==> src/ahlf_pkg.sv <==
// Constants, types and the check-sequence step for the async link framer.
// Assumes both ends share one clock and one reset.
package ahlf_pkg;
  localparam logic [7:0] AHLF_FLAG = 8'h7E;
  localparam logic [7:0] AHLF_ESC = 8'h7D;
  localparam logic [7:0] AHLF_ESC_XOR = 8'h20;
  localparam logic [15:0] AHLF_FCS_INIT = 16'hFFFF;
  localparam logic [15:0] AHLF_FCS_POLY = 16'h8408;
  localparam logic [15:0] AHLF_FCS_GOOD = 16'hF0B8;
  // Sequence counters are 7 bits wide, modulus 128
  localparam int AHLF_SEQ_W = 7;
  // Clock cycles per line bit
  localparam int AHLF_BAUD_DIV = 16;
  localparam logic [15:0] AHLF_MIN_LEN_IS = 16'h0005;
  localparam logic [15:0] AHLF_MIN_LEN_U = 16'h0004;
  localparam logic [3:0] AHLF_CHAR_BITS = 4'hA;
  localparam logic [3:0] AHLF_STOP_IDX = 4'h9;
  localparam logic [1:0] AHLF_S_TAG = 2'h1;
  localparam logic [1:0] AHLF_U_TAG = 2'h3;

  typedef enum logic [1:0] {AHLF_I, AHLF_S, AHLF_U} ahlf_kind_type;

  // One octet step of the 16-bit check sequence, bit 0 first
  function automatic logic [15:0] ahlf_fcs_next(input logic [15:0] crc,
                                                input logic [7:0] oct);
    logic [15:0] c;
    c = crc;
    for (int i = 0; i < 8; i++) begin
      if (c[0] ^ oct[i]) begin
        c = (c >> 1) ^ AHLF_FCS_POLY;
      end else begin
        c = c >> 1;
      end
    end
    return c;
  endfunction
endpackage

==> src/ahlf_link_if.sv <==
// Serial start/stop line between the two ends.
// Assumes the testbench instantiates it and joins both ends.
`timescale 1ns/100ps
interface ahlf_link_if;
  logic line_bit;
  modport tx_mp (output line_bit);
  modport rx_mp (input line_bit);
endinterface

==> src/ahlf_tx_end.sv <==
// Transmitting end: builds extended-format frames and sends them
// as start/stop characters on the line.
// Assumes payload sources honour pay_ready_out.
`timescale 1ns/100ps
module ahlf_tx_end #(
  parameter int BAUD_DIV = ahlf_pkg::AHLF_BAUD_DIV
) (
  // Clock and reset
  input wire logic clock_in,
  input wire logic rst_b_in,
  // Frame request
  input wire logic frm_start_in,
  input wire ahlf_pkg::ahlf_kind_type frm_kind_in,
  input wire logic [7:0] frm_addr_in,
  input wire logic [7:0] frm_ctl_in,
  input wire logic [ahlf_pkg::AHLF_SEQ_W-1:0] frm_nr_in,
  input wire logic frm_pf_in,
  input wire logic frm_info_in,
  input wire logic vs_clear_in,
  // Information field stream
  input wire logic pay_valid_in,
  input wire logic [7:0] pay_data_in,
  input wire logic pay_last_in,
  output logic pay_ready_out,
  // Status
  output logic busy_out,
  output logic frm_done_out,
  output logic [ahlf_pkg::AHLF_SEQ_W-1:0] vs_out,
  // Line
  ahlf_link_if.tx_mp link
);
  import ahlf_pkg::*;

  typedef enum logic [3:0] {
    ST_IDLE, ST_OPEN, ST_ADDR, ST_CTL1, ST_CTL2,
    ST_INFO, ST_FCS1, ST_FCS2, ST_CLOSE
  } ahlf_tx_state_type;

  ahlf_tx_state_type state_ff;
  ahlf_tx_state_type nxt_state;
  ahlf_kind_type kind_ff;
  logic [7:0] addr_ff;
  logic [7:0] ctl_ff;
  logic [AHLF_SEQ_W-1:0] nr_ff;
  logic pf_ff;
  logic info_ff;
  logic [AHLF_SEQ_W-1:0] vs_ff;
  logic [15:0] crc_ff;
  logic esc_pend_ff;
  logic [7:0] esc_oct_ff;
  logic [15:0] div_ff;
  logic [9:0] sh_ff;
  logic [3:0] left_ff;
  logic line_ff;
  logic done_ff;
  logic tick;
  logic ser_idle;
  logic emit;
  logic advance;
  logic delim;
  logic in_fcs;
  logic need_esc;
  logic [7:0] raw;
  logic [7:0] out_oct;

  // Bit rate enable
  assign tick = (div_ff == 16'(BAUD_DIV - 1));

  always_ff @(posedge clock_in or negedge rst_b_in) begin
    if (!rst_b_in) begin
      div_ff <= 16'h0000;
    end else if (tick) begin
      div_ff <= 16'h0000;
    end else begin
      div_ff <= div_ff + 16'h0001;
    end
  end

  // Octet chosen by the current frame part
  always_comb begin
    raw = AHLF_FLAG;
    delim = 1'b0;
    in_fcs = 1'b0;
    case (state_ff)
      ST_OPEN, ST_CLOSE: begin
        delim = 1'b1;
      end
      ST_ADDR: begin
        raw = addr_ff;
        in_fcs = 1'b1;
      end
      ST_CTL1: begin
        in_fcs = 1'b1;
        case (kind_ff)
          AHLF_I: raw = {vs_ff, 1'b0};
          AHLF_S: raw = {4'h0, ctl_ff[3:2], AHLF_S_TAG};
          default: raw = {ctl_ff[7:5], pf_ff, ctl_ff[3:2], AHLF_U_TAG};
        endcase
      end
      ST_CTL2: begin
        raw = {nr_ff, pf_ff};
        in_fcs = 1'b1;
      end
      ST_INFO: begin
        raw = pay_data_in;
        in_fcs = 1'b1;
      end
      ST_FCS1: raw = ~crc_ff[7:0];
      ST_FCS2: raw = ~crc_ff[15:8];
      default: raw = AHLF_FLAG;
    endcase
  end

  assign ser_idle = (left_ff == 4'h0);
  assign emit = ser_idle && (state_ff != ST_IDLE) &&
                (esc_pend_ff || state_ff != ST_INFO || pay_valid_in);
  assign advance = emit && !esc_pend_ff;
  assign need_esc = !delim && (raw == AHLF_FLAG || raw == AHLF_ESC);
  assign pay_ready_out = (state_ff == ST_INFO) && ser_idle && !esc_pend_ff;

  always_comb begin
    if (esc_pend_ff) begin
      out_oct = esc_oct_ff;
    end else if (need_esc) begin
      out_oct = AHLF_ESC;
    end else begin
      out_oct = raw;
    end
  end

  // Second half of an escaped pair
  always_ff @(posedge clock_in or negedge rst_b_in) begin
    if (!rst_b_in) begin
      esc_pend_ff <= 1'b0;
      esc_oct_ff <= 8'h00;
    end else if (emit && esc_pend_ff) begin
      esc_pend_ff <= 1'b0;
    end else if (advance && need_esc) begin
      esc_pend_ff <= 1'b1;
      esc_oct_ff <= raw ^ AHLF_ESC_XOR;
    end
  end

  // Frame sequencing
  always_comb begin
    nxt_state = state_ff;
    case (state_ff)
      ST_IDLE: if (frm_start_in) nxt_state = ST_OPEN;
      ST_OPEN: nxt_state = ST_ADDR;
      ST_ADDR: nxt_state = ST_CTL1;
      ST_CTL1: begin
        if (kind_ff != AHLF_U) begin
          nxt_state = ST_CTL2;
        end else if (info_ff) begin
          nxt_state = ST_INFO;
        end else begin
          nxt_state = ST_FCS1;
        end
      end
      ST_CTL2: nxt_state = (info_ff && kind_ff == AHLF_I) ? ST_INFO : ST_FCS1;
      ST_INFO: if (pay_last_in) nxt_state = ST_FCS1;
      ST_FCS1: nxt_state = ST_FCS2;
      ST_FCS2: nxt_state = ST_CLOSE;
      default: nxt_state = ST_IDLE;
    endcase
  end

  always_ff @(posedge clock_in or negedge rst_b_in) begin
    if (!rst_b_in) begin
      state_ff <= ST_IDLE;
    end else if (state_ff == ST_IDLE || advance) begin
      state_ff <= nxt_state;
    end
  end

  // Request capture
  always_ff @(posedge clock_in or negedge rst_b_in) begin
    if (!rst_b_in) begin
      kind_ff <= AHLF_I;
      addr_ff <= 8'h00;
      ctl_ff <= 8'h00;
      nr_ff <= '0;
      pf_ff <= 1'b0;
      info_ff <= 1'b0;
    end else if (state_ff == ST_IDLE && frm_start_in) begin
      kind_ff <= frm_kind_in;
      addr_ff <= frm_addr_in;
      ctl_ff <= frm_ctl_in;
      nr_ff <= frm_nr_in;
      pf_ff <= frm_pf_in;
      info_ff <= frm_info_in && frm_kind_in != AHLF_S;
    end
  end

  // Check sequence over address, control and information
  always_ff @(posedge clock_in or negedge rst_b_in) begin
    if (!rst_b_in) begin
      crc_ff <= AHLF_FCS_INIT;
    end else if (state_ff == ST_IDLE) begin
      crc_ff <= AHLF_FCS_INIT;
    end else if (advance && in_fcs) begin
      crc_ff <= ahlf_fcs_next(crc_ff, raw);
    end
  end

  // Send state, 7 bits so it wraps at 128
  always_ff @(posedge clock_in or negedge rst_b_in) begin
    if (!rst_b_in) begin
      vs_ff <= '0;
    end else if (vs_clear_in) begin
      vs_ff <= '0;
    end else if (advance && state_ff == ST_CLOSE && kind_ff == AHLF_I) begin
      vs_ff <= vs_ff + AHLF_SEQ_W'(1);
    end
  end

  // Start/stop character serialiser
  always_ff @(posedge clock_in or negedge rst_b_in) begin
    if (!rst_b_in) begin
      sh_ff <= 10'h3FF;
      left_ff <= 4'h0;
      line_ff <= 1'b1;
    end else if (emit) begin
      sh_ff <= {1'b1, out_oct, 1'b0};
      left_ff <= AHLF_CHAR_BITS;
    end else if (tick && !ser_idle) begin
      line_ff <= sh_ff[0];
      sh_ff <= {1'b1, sh_ff[9:1]};
      left_ff <= left_ff - 4'h1;
    end
  end

  always_ff @(posedge clock_in or negedge rst_b_in) begin
    if (!rst_b_in) begin
      done_ff <= 1'b0;
    end else begin
      done_ff <= advance && state_ff == ST_CLOSE;
    end
  end

  assign link.line_bit = line_ff;
  assign busy_out = (state_ff != ST_IDLE) || !ser_idle;
  assign frm_done_out = done_ff;
  assign vs_out = vs_ff;
endmodule

==> src/flat_wrapper.sv <==
// flat-port wrapper written by rule: the top's interface ports become plain ports
module ahlf_tx_end_flat import ahlf_pkg::*;
#(
  parameter int BAUD_DIV = ahlf_pkg::AHLF_BAUD_DIV
)
  (clock_in, rst_b_in, frm_start_in, frm_kind_in, frm_addr_in, frm_ctl_in, frm_nr_in, frm_pf_in, frm_info_in, vs_clear_in, pay_valid_in, pay_data_in, pay_last_in, pay_ready_out, busy_out, frm_done_out, vs_out, link_line_bit);
  ahlf_link_if link_i ();
  input wire logic clock_in;
  input wire logic rst_b_in;
  input wire logic frm_start_in;
  input wire ahlf_pkg::ahlf_kind_type frm_kind_in;
  input wire logic [7:0] frm_addr_in;
  input wire logic [7:0] frm_ctl_in;
  input wire logic [ahlf_pkg::AHLF_SEQ_W-1:0] frm_nr_in;
  input wire logic frm_pf_in;
  input wire logic frm_info_in;
  input wire logic vs_clear_in;
  input wire logic pay_valid_in;
  input wire logic [7:0] pay_data_in;
  input wire logic pay_last_in;
  output logic pay_ready_out;
  output logic busy_out;
  output logic frm_done_out;
  output logic [ahlf_pkg::AHLF_SEQ_W-1:0] vs_out;
  output wire logic [$bits(link_i.line_bit)-1:0] link_line_bit;
  assign link_line_bit = link_i.line_bit;
  ahlf_tx_end #(.BAUD_DIV(BAUD_DIV)) u_core (.clock_in(clock_in), .rst_b_in(rst_b_in), .frm_start_in(frm_start_in), .frm_kind_in(frm_kind_in), .frm_addr_in(frm_addr_in), .frm_ctl_in(frm_ctl_in), .frm_nr_in(frm_nr_in), .frm_pf_in(frm_pf_in), .frm_info_in(frm_info_in), .vs_clear_in(vs_clear_in), .pay_valid_in(pay_valid_in), .pay_data_in(pay_data_in), .pay_last_in(pay_last_in), .pay_ready_out(pay_ready_out), .busy_out(busy_out), .frm_done_out(frm_done_out), .vs_out(vs_out), .link(link_i));
endmodule
==> config.mk <==
export PLATFORM = sky130hd
export DESIGN_NAME = ahlf_tx_end_flat
export DESIGN_NICKNAME = d
export VERILOG_FILES = /design/src/ahlf_pkg.sv /design/src/ahlf_link_if.sv /design/src/ahlf_tx_end.sv /design/src/flat_wrapper.sv
export SDC_FILE = /design/constraint.sdc
export NUM_CORES = 1
export LEC_CHECK = 0
export ABC_CLOCK_PERIOD_IN_PS = 2200
export BUFFER_PORTS_ARGS = -buffer_cell sky130_fd_sc_hd__buf_2
export CAP_MARGIN = 40
export CELL_PAD_IN_SITES_DETAIL_PLACEMENT = 1
export CELL_PAD_IN_SITES_GLOBAL_PLACEMENT = 1
export CORE_MARGIN = 4
export CORE_UTILIZATION = 35
export DETAILED_ROUTE_END_ITERATION = 12
export PLACE_DENSITY = 0.68
export SLEW_MARGIN = 0
export SYNTH_ARGS = -nofsm -noshare
export SYNTH_HDL_FRONTEND = slang
export SYNTH_SLANG_ARGS = --single-unit
export TNS_END_PERCENT = 100
==> constraint.sdc <==
create_clock -name clock_in -period 2.2 [get_ports clock_in]
set_input_delay 0.11 -clock clock_in [delete_from_list [all_inputs] [get_ports clock_in]]
set_output_delay 0.11 -clock clock_in [all_outputs]
set_load 0.005 [all_outputs]
# [Word level (Yosys, flattened, before mapping)]
# Index checks and enable logic that the tools add are counted.
# W data, S select, Z words.
[totals] regBits=95 wordCells=138
[op_classes] add_sub_neg=3 n_eq_ne=17 mux=45 n_bitwise=21 n_reduce_logical=36
[op_table] op="$mux W16" count=25
[op_table] op="$pmux W8 S6" count=1
[op_table] op="$pmux W4 S8" count=1
[op_table] op="$not A2 Y3" count=8
[op_table] op="$mux W10" count=2
[op_table] op="$mux W4" count=5
[op_table] op="$add A16 B1 Y16 const B" count=1
[op_table] op="$eq A16 B4 Y1 const B" count=1
[op_table] op="$eq A4 B3 Y1 const B" count=4
[op_table] op="$eq A8 B7 Y1 const B" count=2
[op_table] op="$mux W8" count=2
[op_table] op="$not A8 Y8" count=2
[op_table] op="$pmux W8 S2" count=1
[op_table] op="$logic_and A1 B1 Y1" count=15
[op_table] op="$mux W7" count=2
[op_table] op="$eq A4 B2 Y1 const B" count=2
[op_table] op="$logic_not A4 Y1" count=2
[op_table] op="$reduce_bool A2 Y1" count=4
[op_table] op="$xor A1 B1 Y1" count=8
[op_table] op="$add A7 B1 Y7 const B" count=1
[op_table] op="$ne A2 B2 Y1 const B" count=3
[op_table] op="$logic_or A1 B1 Y1" count=5
[op_table] op="$eq A4 B1 Y1 const B" count=1
[op_table] op="$eq A4 B4 Y1 const B" count=1
[op_table] op="14 further kinds" count=23

# [Depth between registers and ports, before layout]
# Gate-level depths: netlist (run 1).
[depth] word_depth=36 mapped_depth=10

# [Least setup slack after synthesis (run 1)]
# OpenSTA, ideal clock, no wires.
[synth_timing] path_type="flip-flop to flip-flop" start="register u_core.state_ff[2]" end="register u_core.esc_oct_ff[1]" t_arrival_ps=2149 required_ps=2072 setup_slack_ps=-76 path_stages_with_launch=10 n_path_buf=2 synth_period_minus_slack_ps=2276 path_cell_list="dfrtp_1 buf_4 buf_4 nor4b_2 a32oi_1 o221ai_2 nor2_1 nand4_1 nor3_4 mux2_1"
[synth_via] elab_chain_len=7 word_cells_on_any_way=27 cone_classes="11 x eq/ne; 2 x mux; 1 x bitwise; 13 x reduce/logical"
[synth_lines] item="start: declaration" line="ahlf_tx_end.sv:39" source="ahlf_tx_state_type state_ff;"
[synth_lines] item="start signal: assignment" line="ahlf_tx_end.sv:172" source="state_ff <= nxt_state;"
[synth_lines] item="$eq A4 B3 Y1, or another cell as far along" line="ahlf_tx_end.sv:84" source="case (state_ff)"
[synth_lines] item="$pmux W8 S6, or another cell as far along" line="ahlf_tx_end.sv:84"
[synth_lines] item="$eq A8 B7 Y1, or another cell as far along" line="ahlf_tx_end.sv:118" source="assign need_esc = !delim && (raw == AHLF_FLAG || raw == AHLF_ESC);"
[synth_lines] item="$logic_or A1 B1 Y1, or another cell as far along" line="ahlf_tx_end.sv:118"
[synth_lines] item="$logic_and A1 B1 Y1, on equally long branches" line="ahlf_tx_end.sv:118, ahlf_tx_end.sv:117, ahlf_tx_end.sv:136"
[synth_lines] item="$logic_and A1 B1 Y1 or $not A1 Y1 (tied branches)"
[synth_lines] item="$reduce_and A2 Y1 (no line)"
[synth_lines] item="end signal: assignment" line="ahlf_tx_end.sv:140" source="esc_oct_ff <= raw ^ AHLF_ESC_XOR;"
[synth_lines] item="end: declaration" line="ahlf_tx_end.sv:50" source="logic [7:0] esc_oct_ff;"
# Several ways; a longest one is shown, not always the timed one.
# A chain may end at the register's enable or synchronous reset.

# [Worst setup path after layout (run 1)]
[layout_timing] start="register u_core.state_ff[2]" end="register u_core.esc_oct_ff[0]"
# Same word-level chain as after synthesis.

==> flow_summary.yaml, run 1 <==
sta:
  drv_slew: 0
  unrepaired_setup_endpoints_after_global_routing: "yes"
  setup_viol_count_final: 18
  finalCriticalPeriod_ns: 2.42
  worstMarginPinSlew_ns: 0.586
  slew_headroom_pct: 60.9
  timing.clock.skew_ns: 0.00724
  max_clock_freq_mhz: 414
  timing.final.crit_share_pct: 110
  setup_ws_ns: -0.217
  final_hold_viol_count: 0
critical_path:
  wp_data_required_ns: 2.44
  worstSetupStartpointType: "flop"
  r2r_setup_slack_ns: -0.22
  critical_path.reg2reg.startpoint: "u_core.state_ff[2]"
  r2r_cells: 8
  timing.critical_path.to: "u_core.esc_oct_ff[0]"
  worst-path-max-fanout: 9
  r2r-end: "u_core.esc_oct_ff[0]"
  critPathCaptureType: "flop"
  startpoint: "u_core.state_ff[2]"
  classification_of_the_worst_setup_path: "reg -> reg"
  worstPathArrival_ns: 2.66
status:
  failed_checks: "setup timing"
  outcome: "finished, violations left"
clock_network:
  clock_tree.htree_level_count: 3
  tritoncts.num_buffers: 9
  clock_latency_ns: 0.36
  max_buffers_root_to_sink: 2
  cts_num_sinks: 91
  clock_tree.root_cell: "sky130_fd_sc_hd__clkbuf_16"
  cts.reportedPaths.clkPinSlew_ns: 0.07
  clock_tree_from_tritoncts: "built"
yosys:
  mappedNetlistNets: 507
  synthArstFlopShare_pct: 100
  ys.flop_type: "sky130_fd_sc_hd__dfrtp_1"
  ys_top_cells_by_area: "sky130_fd_sc_hd__dfrtp_1, sky130_fd_sc_hd__dfstp_2, sky130_fd_sc_hd__mux2_2"
  synth-warning-count: 0
  syn_avg_cell_area_um2: 10.6
  synth_seq_cells: 91
  syn-cell-area_um2: 4920
  synth-seq-area-share_pct: 46.9
  synthesis.instances: 463
  synth_edf_count: 0
  netlist.area_leader.share_pct: 33.1
  ranking_of_synthesized_cells_by_instance_count: "sky130_fd_sc_hd__dfrtp_1, sky130_fd_sc_hd__nand2_1, sky130_fd_sc_hd__nor2_1, sky130_fd_sc_hd__xnor2_1, sky130_fd_sc_hd__a21oi_1"
  synth_cell_type_count: 67
  synth_most_common_cell: "sky130_fd_sc_hd__dfrtp_1"
  yosysTopAreaCell: "sky130_fd_sc_hd__dfrtp_1"
die:
  dieArea_um2: 16000
  initial_standard_cell_utilization_of_the_core_pct: 35.6
  io_pins: 52
  chipHeight_um: 127
  placeableCoreArea_um2: 13800
  floorplan.rows: 43
  dieWidth_um: 127
power:
  clock_power_share_pct: 30.8
  power.static_leakage_nw: 3.28
  vdd.ir_drop.worst_v: 0.000513
  switching_share_pct: 30.6
  power_frac_seq_pct: 34.0
  combPwrFrac_pct: 35.2
  p_per_area_nw_per_um2: 821
  power_report.internal_total_w: 0.00409
  switching_power_w: 0.00180
placed_design:
  port_buffers: 48
  placed_cells: 739
  hpwlAfterDp_um: 9990
  routabilityCongestion: 0.864
layout:
  antenna_cells: 0
  final_layout_size_suffix_gt1_share_pct: 46.9
  final_cells: 816
  synthToLayoutAreaGrowth_pct: 46.0
  fin_nets: 675
  fin_util_pct: 51.9
global_routing:
  grt-ovfl-total: 0
  track_usage_pct: 19.0
  grt_first_pass_wirelength_um: 24000
  largest_net_degree_at_the_start_of_global_routing: 50
  number_of_global_route_vias_before_repair: 4553
  grt_antenna_before_repair: 0
routing:
  wirelength_um: 15300
  avgViaCountPerCell: 5.08
  vias: 4149
  postRouteAntennaNets: 0
  avgRoutedWirePerCell_um: 18.8
  drc: 0
  drt_iter0_markers: 200
  drt-pass1-iter-count: 4
min_path:
  worstHoldPathType: "in -> reg"
flow_run:
  cap_viol_max_count: 0
registers in the layout, indices dropped and copies added (netlist names):
register,count
u_core.div_ff,16
u_core.vs_out,7
u_core.addr_ff,8
u_core.left_ff,4
u_core.nr_ff,7
u_core.link.line_bit,1
u_core.info_ff,1
u_core.kind_ff,2
u_core.sh_ff,9
u_core.esc_oct_ff,8
u_core.crc_ff,16
u_core.frm_done_out,1
u_core.pf_ff,1
u_core.ctl_ff,5
u_core.state_ff,4
u_core.esc_pend_ff,1
metrics by stage:
step | instance area (um^2) | hold WS [ns] | power [W] | setup WS [ns] | setup TNS, ns
finish | 7180 | 0.0349 | 0.00590 | -0.217 | -1.75
global route | 7180 | 0.0469 | 0.00620 | -0.305 | -4.49
CTS | 6750 | 0.0151 | 0.00574 | -0.0842 | -0.488
detailed placement | 5880 | 0.149 | 0.00362 | -0.207 | -2.32
global placement | 5880 | 0.143 | 0.00357 | -0.113 | -0.976
floorplan | 4950 | -0.186 | 0.00301 | 0.00267 | 0
critical path: stages, from the launching register on:
cell,delay [ns]
sky130_fd_sc_hd__dfrtp_2,0.50
sky130_fd_sc_hd__buf_6,0.20
sky130_fd_sc_hd__nor4bb_1,0.40
sky130_fd_sc_hd__a211oi_2,0.08
sky130_fd_sc_hd__nor4b_4,0.16
sky130_fd_sc_hd__nor2_2,0.14
sky130_fd_sc_hd__nand4_1,0.22
sky130_fd_sc_hd__nor3_4,0.26
sky130_fd_sc_hd__mux2_4,0.33
power groups by stage:
stage	clock network, W	logic [W]	registers, W
after floorplan	0	0.00107	0.00194
after global placement	0	0.00159	0.00199
after detailed placement	0	0.00163	0.00200
after CTS	0.00187	0.00188	0.00198
after global routing	0.00194	0.00225	0.00202
final	0.00182	0.00207	0.00200
logic make-up after synthesis:
kind of cell | after synthesis | synth area share (%)
simple gates | 160 | 18.8
flops | 91 | 46.9
compound gates | 85 | 11.1
xor+xnor | 45 | 9.21
mux | 42 | 9.46
buf+inv | 37 | 3.79
fa+ha+maj | 3 | 0.763
final cells by class:
class                           instances  area [um^2]
Sequential cell                        91         2320
Tap cell                              180          225
Timing Repair Buffer                  182         1450
Clock buffer                            9          225
Inverter                               12         47.5
Multi-Input combinational cell        335         2800
Fill cell                            1477         6650
Clock inverter                          7          123
worst min path at each step:
stage	from	to	cells after the start
floorplan	rst_b_in	u_core.addr_ff[0]	0
finish	frm_kind_in[0]	u_core.kind_ff[0]	3
global route	frm_kind_in[0]	u_core.kind_ff[0]	3
CTS	frm_info_in	u_core.info_ff	3
detailed placement	rst_b_in	u_core.div_ff[5]	1
global placement	rst_b_in	u_core.div_ff[5]	1
layout by cell type (no fill, tap or decap), drive strengths merged, types with 3 or more instances in the layout:
master       instances
a211oi               3
a21o                 3
a21oi               28
a31oi                4
and3                 6
and4                 5
buf                156
bufinv               3
clkbuf              11
dfrtp               65
dfstp               26
dlygate4sd3         24
ha                   3
inv                 13
mux2                26
mux2i               15
nand2               33
nand2b              11
nand3                7
nand4                5
nand4bb              3
nor2                31
nor2b               12
nor3                21
nor3b                4
nor4                 6
o211ai               5
o21ai               21
or2                  4
or3                  3
xnor2               33
xor2                10
per-layer routing:
layer / up-vias / GRT usage [%] / share of wire, %
li1: 1973 / - / -
met1: 2083 / 23.7 / 44
met2: 64 / 32.4 / 51
met3: 29 / 3.03 / 2.5
met4: 0 / 8.26 / 2.9
met5: - / 0 / 0
what timing repair did:
item | CTS | global route
gates cloned | 0 | 3
hold buffers | 24 | 0
resized for setup | 32 | 51
endpoints found under the hold margin | 69 | 0
endpoints found under the setup margin | 31 | 35
pin swaps | 16 | 15
buffers inserted | 18 | 18
Power figures use the tool's default switching activity.
==> inputs of run 2 (changes only) <==
--- a/config.mk
+++ b/config.mk
@@ -10,6 +10,7 @@
 export CAP_MARGIN = 40
 export CELL_PAD_IN_SITES_DETAIL_PLACEMENT = 1
 export CELL_PAD_IN_SITES_GLOBAL_PLACEMENT = 1
+export CORE_ASPECT_RATIO = 0.5
 export CORE_MARGIN = 4
 export CORE_UTILIZATION = 35
 export DETAILED_ROUTE_END_ITERATION = 12
==> flow_summary.yaml, run 2 (synthesized netlist as in run 1, its figures left out) <==
power:
  power_report.internal_total_w: 0.00391
  power.total_w: 0.00589
  power_frac_seq_pct: 33.9
  combPwrFrac_pct: 39.6
  vdd.ir_drop.worst_v: 0.000406
  power.static_leakage_nw: 3.22
  clock_power_share_pct: 26.5
  p_per_area_nw_per_um2: 820
  switching_share_pct: 33.5
  switching_power_w: 0.00198
critical_path:
  worstPathArrival_ns: 2.81
  cpMaxStageDelayCell: "sky130_fd_sc_hd__dfrtp_2"
  critPathCaptureType: "flop"
  worst-path-max-fanout: 6
  cp_cell_instances: "buf_12, nor4bb_2, buf_4, a31oi_4, o221ai_4, xnor2_1, xnor3_2, xnor2_1, a21oi_1"
  critical_path.most_common_cell: "sky130_fd_sc_hd__xnor2_1"
  classification_of_the_worst_setup_path: "reg -> reg"
  wp_data_required_ns: 2.47
  worstSetupStartpointType: "flop"
  slowest_delay_ns: 0.48
sta:
  setup_viol_count_final: 25
  timing.final.crit_share_pct: 115
  timing.clock.skew_ns: 0.00782
  drv_slew: 0
  worstMarginPinSlew_ns: 0.655
  final_hold_viol_count: 0
  unrepaired_setup_endpoints_after_global_routing: "yes"
  slew_headroom_pct: 56.3
  finalCriticalPeriod_ns: 2.54
  setup_ws_ns: -0.338
  max_clock_freq_mhz: 394
clock_network:
  max_buffers_root_to_sink: 2
  cts_num_sinks: 91
  clock_tree_from_tritoncts: "built"
  clock_latency_ns: 0.35
  clock_tree.root_cell: "sky130_fd_sc_hd__clkbuf_16"
  clock_tree.htree_level_count: 3
  cts.reportedPaths.clkPinSlew_ns: 0.07
  tritoncts.num_buffers: 9
routing:
  avgRoutedWirePerCell_um: 21.5
  wirelength_um: 17700
  postRouteAntennaNets: 0
  drt-pass1-iter-count: 4
  drt_iter0_markers: 286
  avgViaCountPerCell: 5.29
  drc: 0
  vias: 4355
placed_design:
  placed_cells: 760
  hpwlAfterDp_um: 9970
  routabilityCongestion: 0.850
  port_buffers: 48
die:
  dieArea_um2: 16100
  initial_standard_cell_utilization_of_the_core_pct: 36.0
  placeableCoreArea_um2: 13700
  dieWidth_um: 176
  chipHeight_um: 91.8
  floorplan.rows: 30
  io_pins: 52
global_routing:
  grt-ovfl-total: 0
  track_usage_pct: 19.0
  number_of_global_route_vias_before_repair: 4477
  grt_first_pass_wirelength_um: 24300
  grt_antenna_before_repair: 0
  largest_net_degree_at_the_start_of_global_routing: 49
layout:
  synthToLayoutAreaGrowth_pct: 45.9
  biggestRegsByFlops: "u_core.crc_ff: 16 flops, u_core.div_ff: 16 flops, u_core.sh_ff: 9 flops"
  most_common_cell_after_layout_fill_and_taps_aside: "sky130_fd_sc_hd__buf_4"
  final_cells: 823
  final_layout_size_suffix_gt1_share_pct: 46.6
  fin_nets: 670
  antenna_cells: 0
  layout.cells.most_common_list: "sky130_fd_sc_hd__buf_4, sky130_fd_sc_hd__dfrtp_1, sky130_fd_sc_hd__buf_2, sky130_fd_sc_hd__nand2_1"
status:
  failed_checks: "setup timing"
  outcome: "finished, violations left"
min_path:
  worstHoldPathType: "in -> reg"
flow_run:
  cap_viol_max_count: 0
## run 2: per-layer routing
metal / vias up / wire length [um] / global-route usage (%)
met5: - / 0 / 0
met4: 0 / 542 / 5.51
met3: 35 / 750 / 4.04
met2: 101 / 8630 / 31.6
met1: 2257 / 7770 / 25.2
li1: 1962 / - / -
## run 2: power groups by stage
stage               Sequential, W  Clock, W  Combinational, W
detailed placement        0.00198         0           0.00165
global placement          0.00198         0           0.00162
finish                    0.00200   0.00156           0.00233
floorplan                 0.00194         0           0.00107
global route              0.00201   0.00166           0.00245
CTS                       0.00197   0.00159           0.00199
## run 2: repair_timing
item	in CTS	in global routing
pin swaps	15	20
endpoints found under the setup margin	29	34
endpoints found under the hold margin	52	0
buffers inserted	12	11
gates resized for setup	37	48
gates cloned	1	2
hold buffers	21	0
## run 2: metrics by stage
stage | area [um^2] | TNS [ns] | hold slack [ns] | util, % | worst slack, ns
after detailed placement | 5950 | -2.61 | 0.179 | 43.6 | -0.168
after global routing | 7180 | -7.44 | -0.00345 | 52.5 | -0.403
after floorplan | 4950 | 0 | -0.186 | - | 0.00267
after global placement | 5950 | -1.62 | 0.178 | 43.6 | -0.189
after CTS | 6790 | -1.05 | 0.00141 | 49.7 | -0.115
final | 7180 | -4.28 | 0.00562 | 52.5 | -0.338
## run 2: area by class of cell
cell class | count | area (um^2)
inverters | 12 | 57.6
clock buffers | 11 | 233
repair buffers | 177 | 1420
flip-flops and latches | 91 | 2310
fillers | 1482 | 6480
well taps | 192 | 240
clock inverters | 5 | 53.8
multi-input cells | 335 | 2860
## run 2: worst paths after layout
check	start	to	slack (ns)	depth (start not counted)
hold / removal	frm_ctl_in[6]	u_core.ctl_ff[6]	0.006	2
hold reg to reg	u_core.esc_oct_ff[6]	u_core.esc_oct_ff[6]	0.46	1
min in group asynchronous	rst_b_in	u_core.pf_ff	0.34	2
setup / recovery	u_core.state_ff[0]	u_core.crc_ff[10]	-0.34	9
setup reg to reg	u_core.state_ff[0]	u_core.crc_ff[10]	-0.34	9
max in group asynchronous	rst_b_in	u_core.sh_ff[8]	1.09	3
## run 2: critical path, delay by kind of cell (launching register included)
| family | cells | cell delay, ns |
|---|---|---|
| xor gates and xnor gates | 3 | 0.85 |
| DFF | 1 | 0.48 |
| buffers and inverters | 2 | 0.38 |
| AOI/OAI and AO/OA | 3 | 0.38 |
| and+or+nand+nor | 1 | 0.35 |
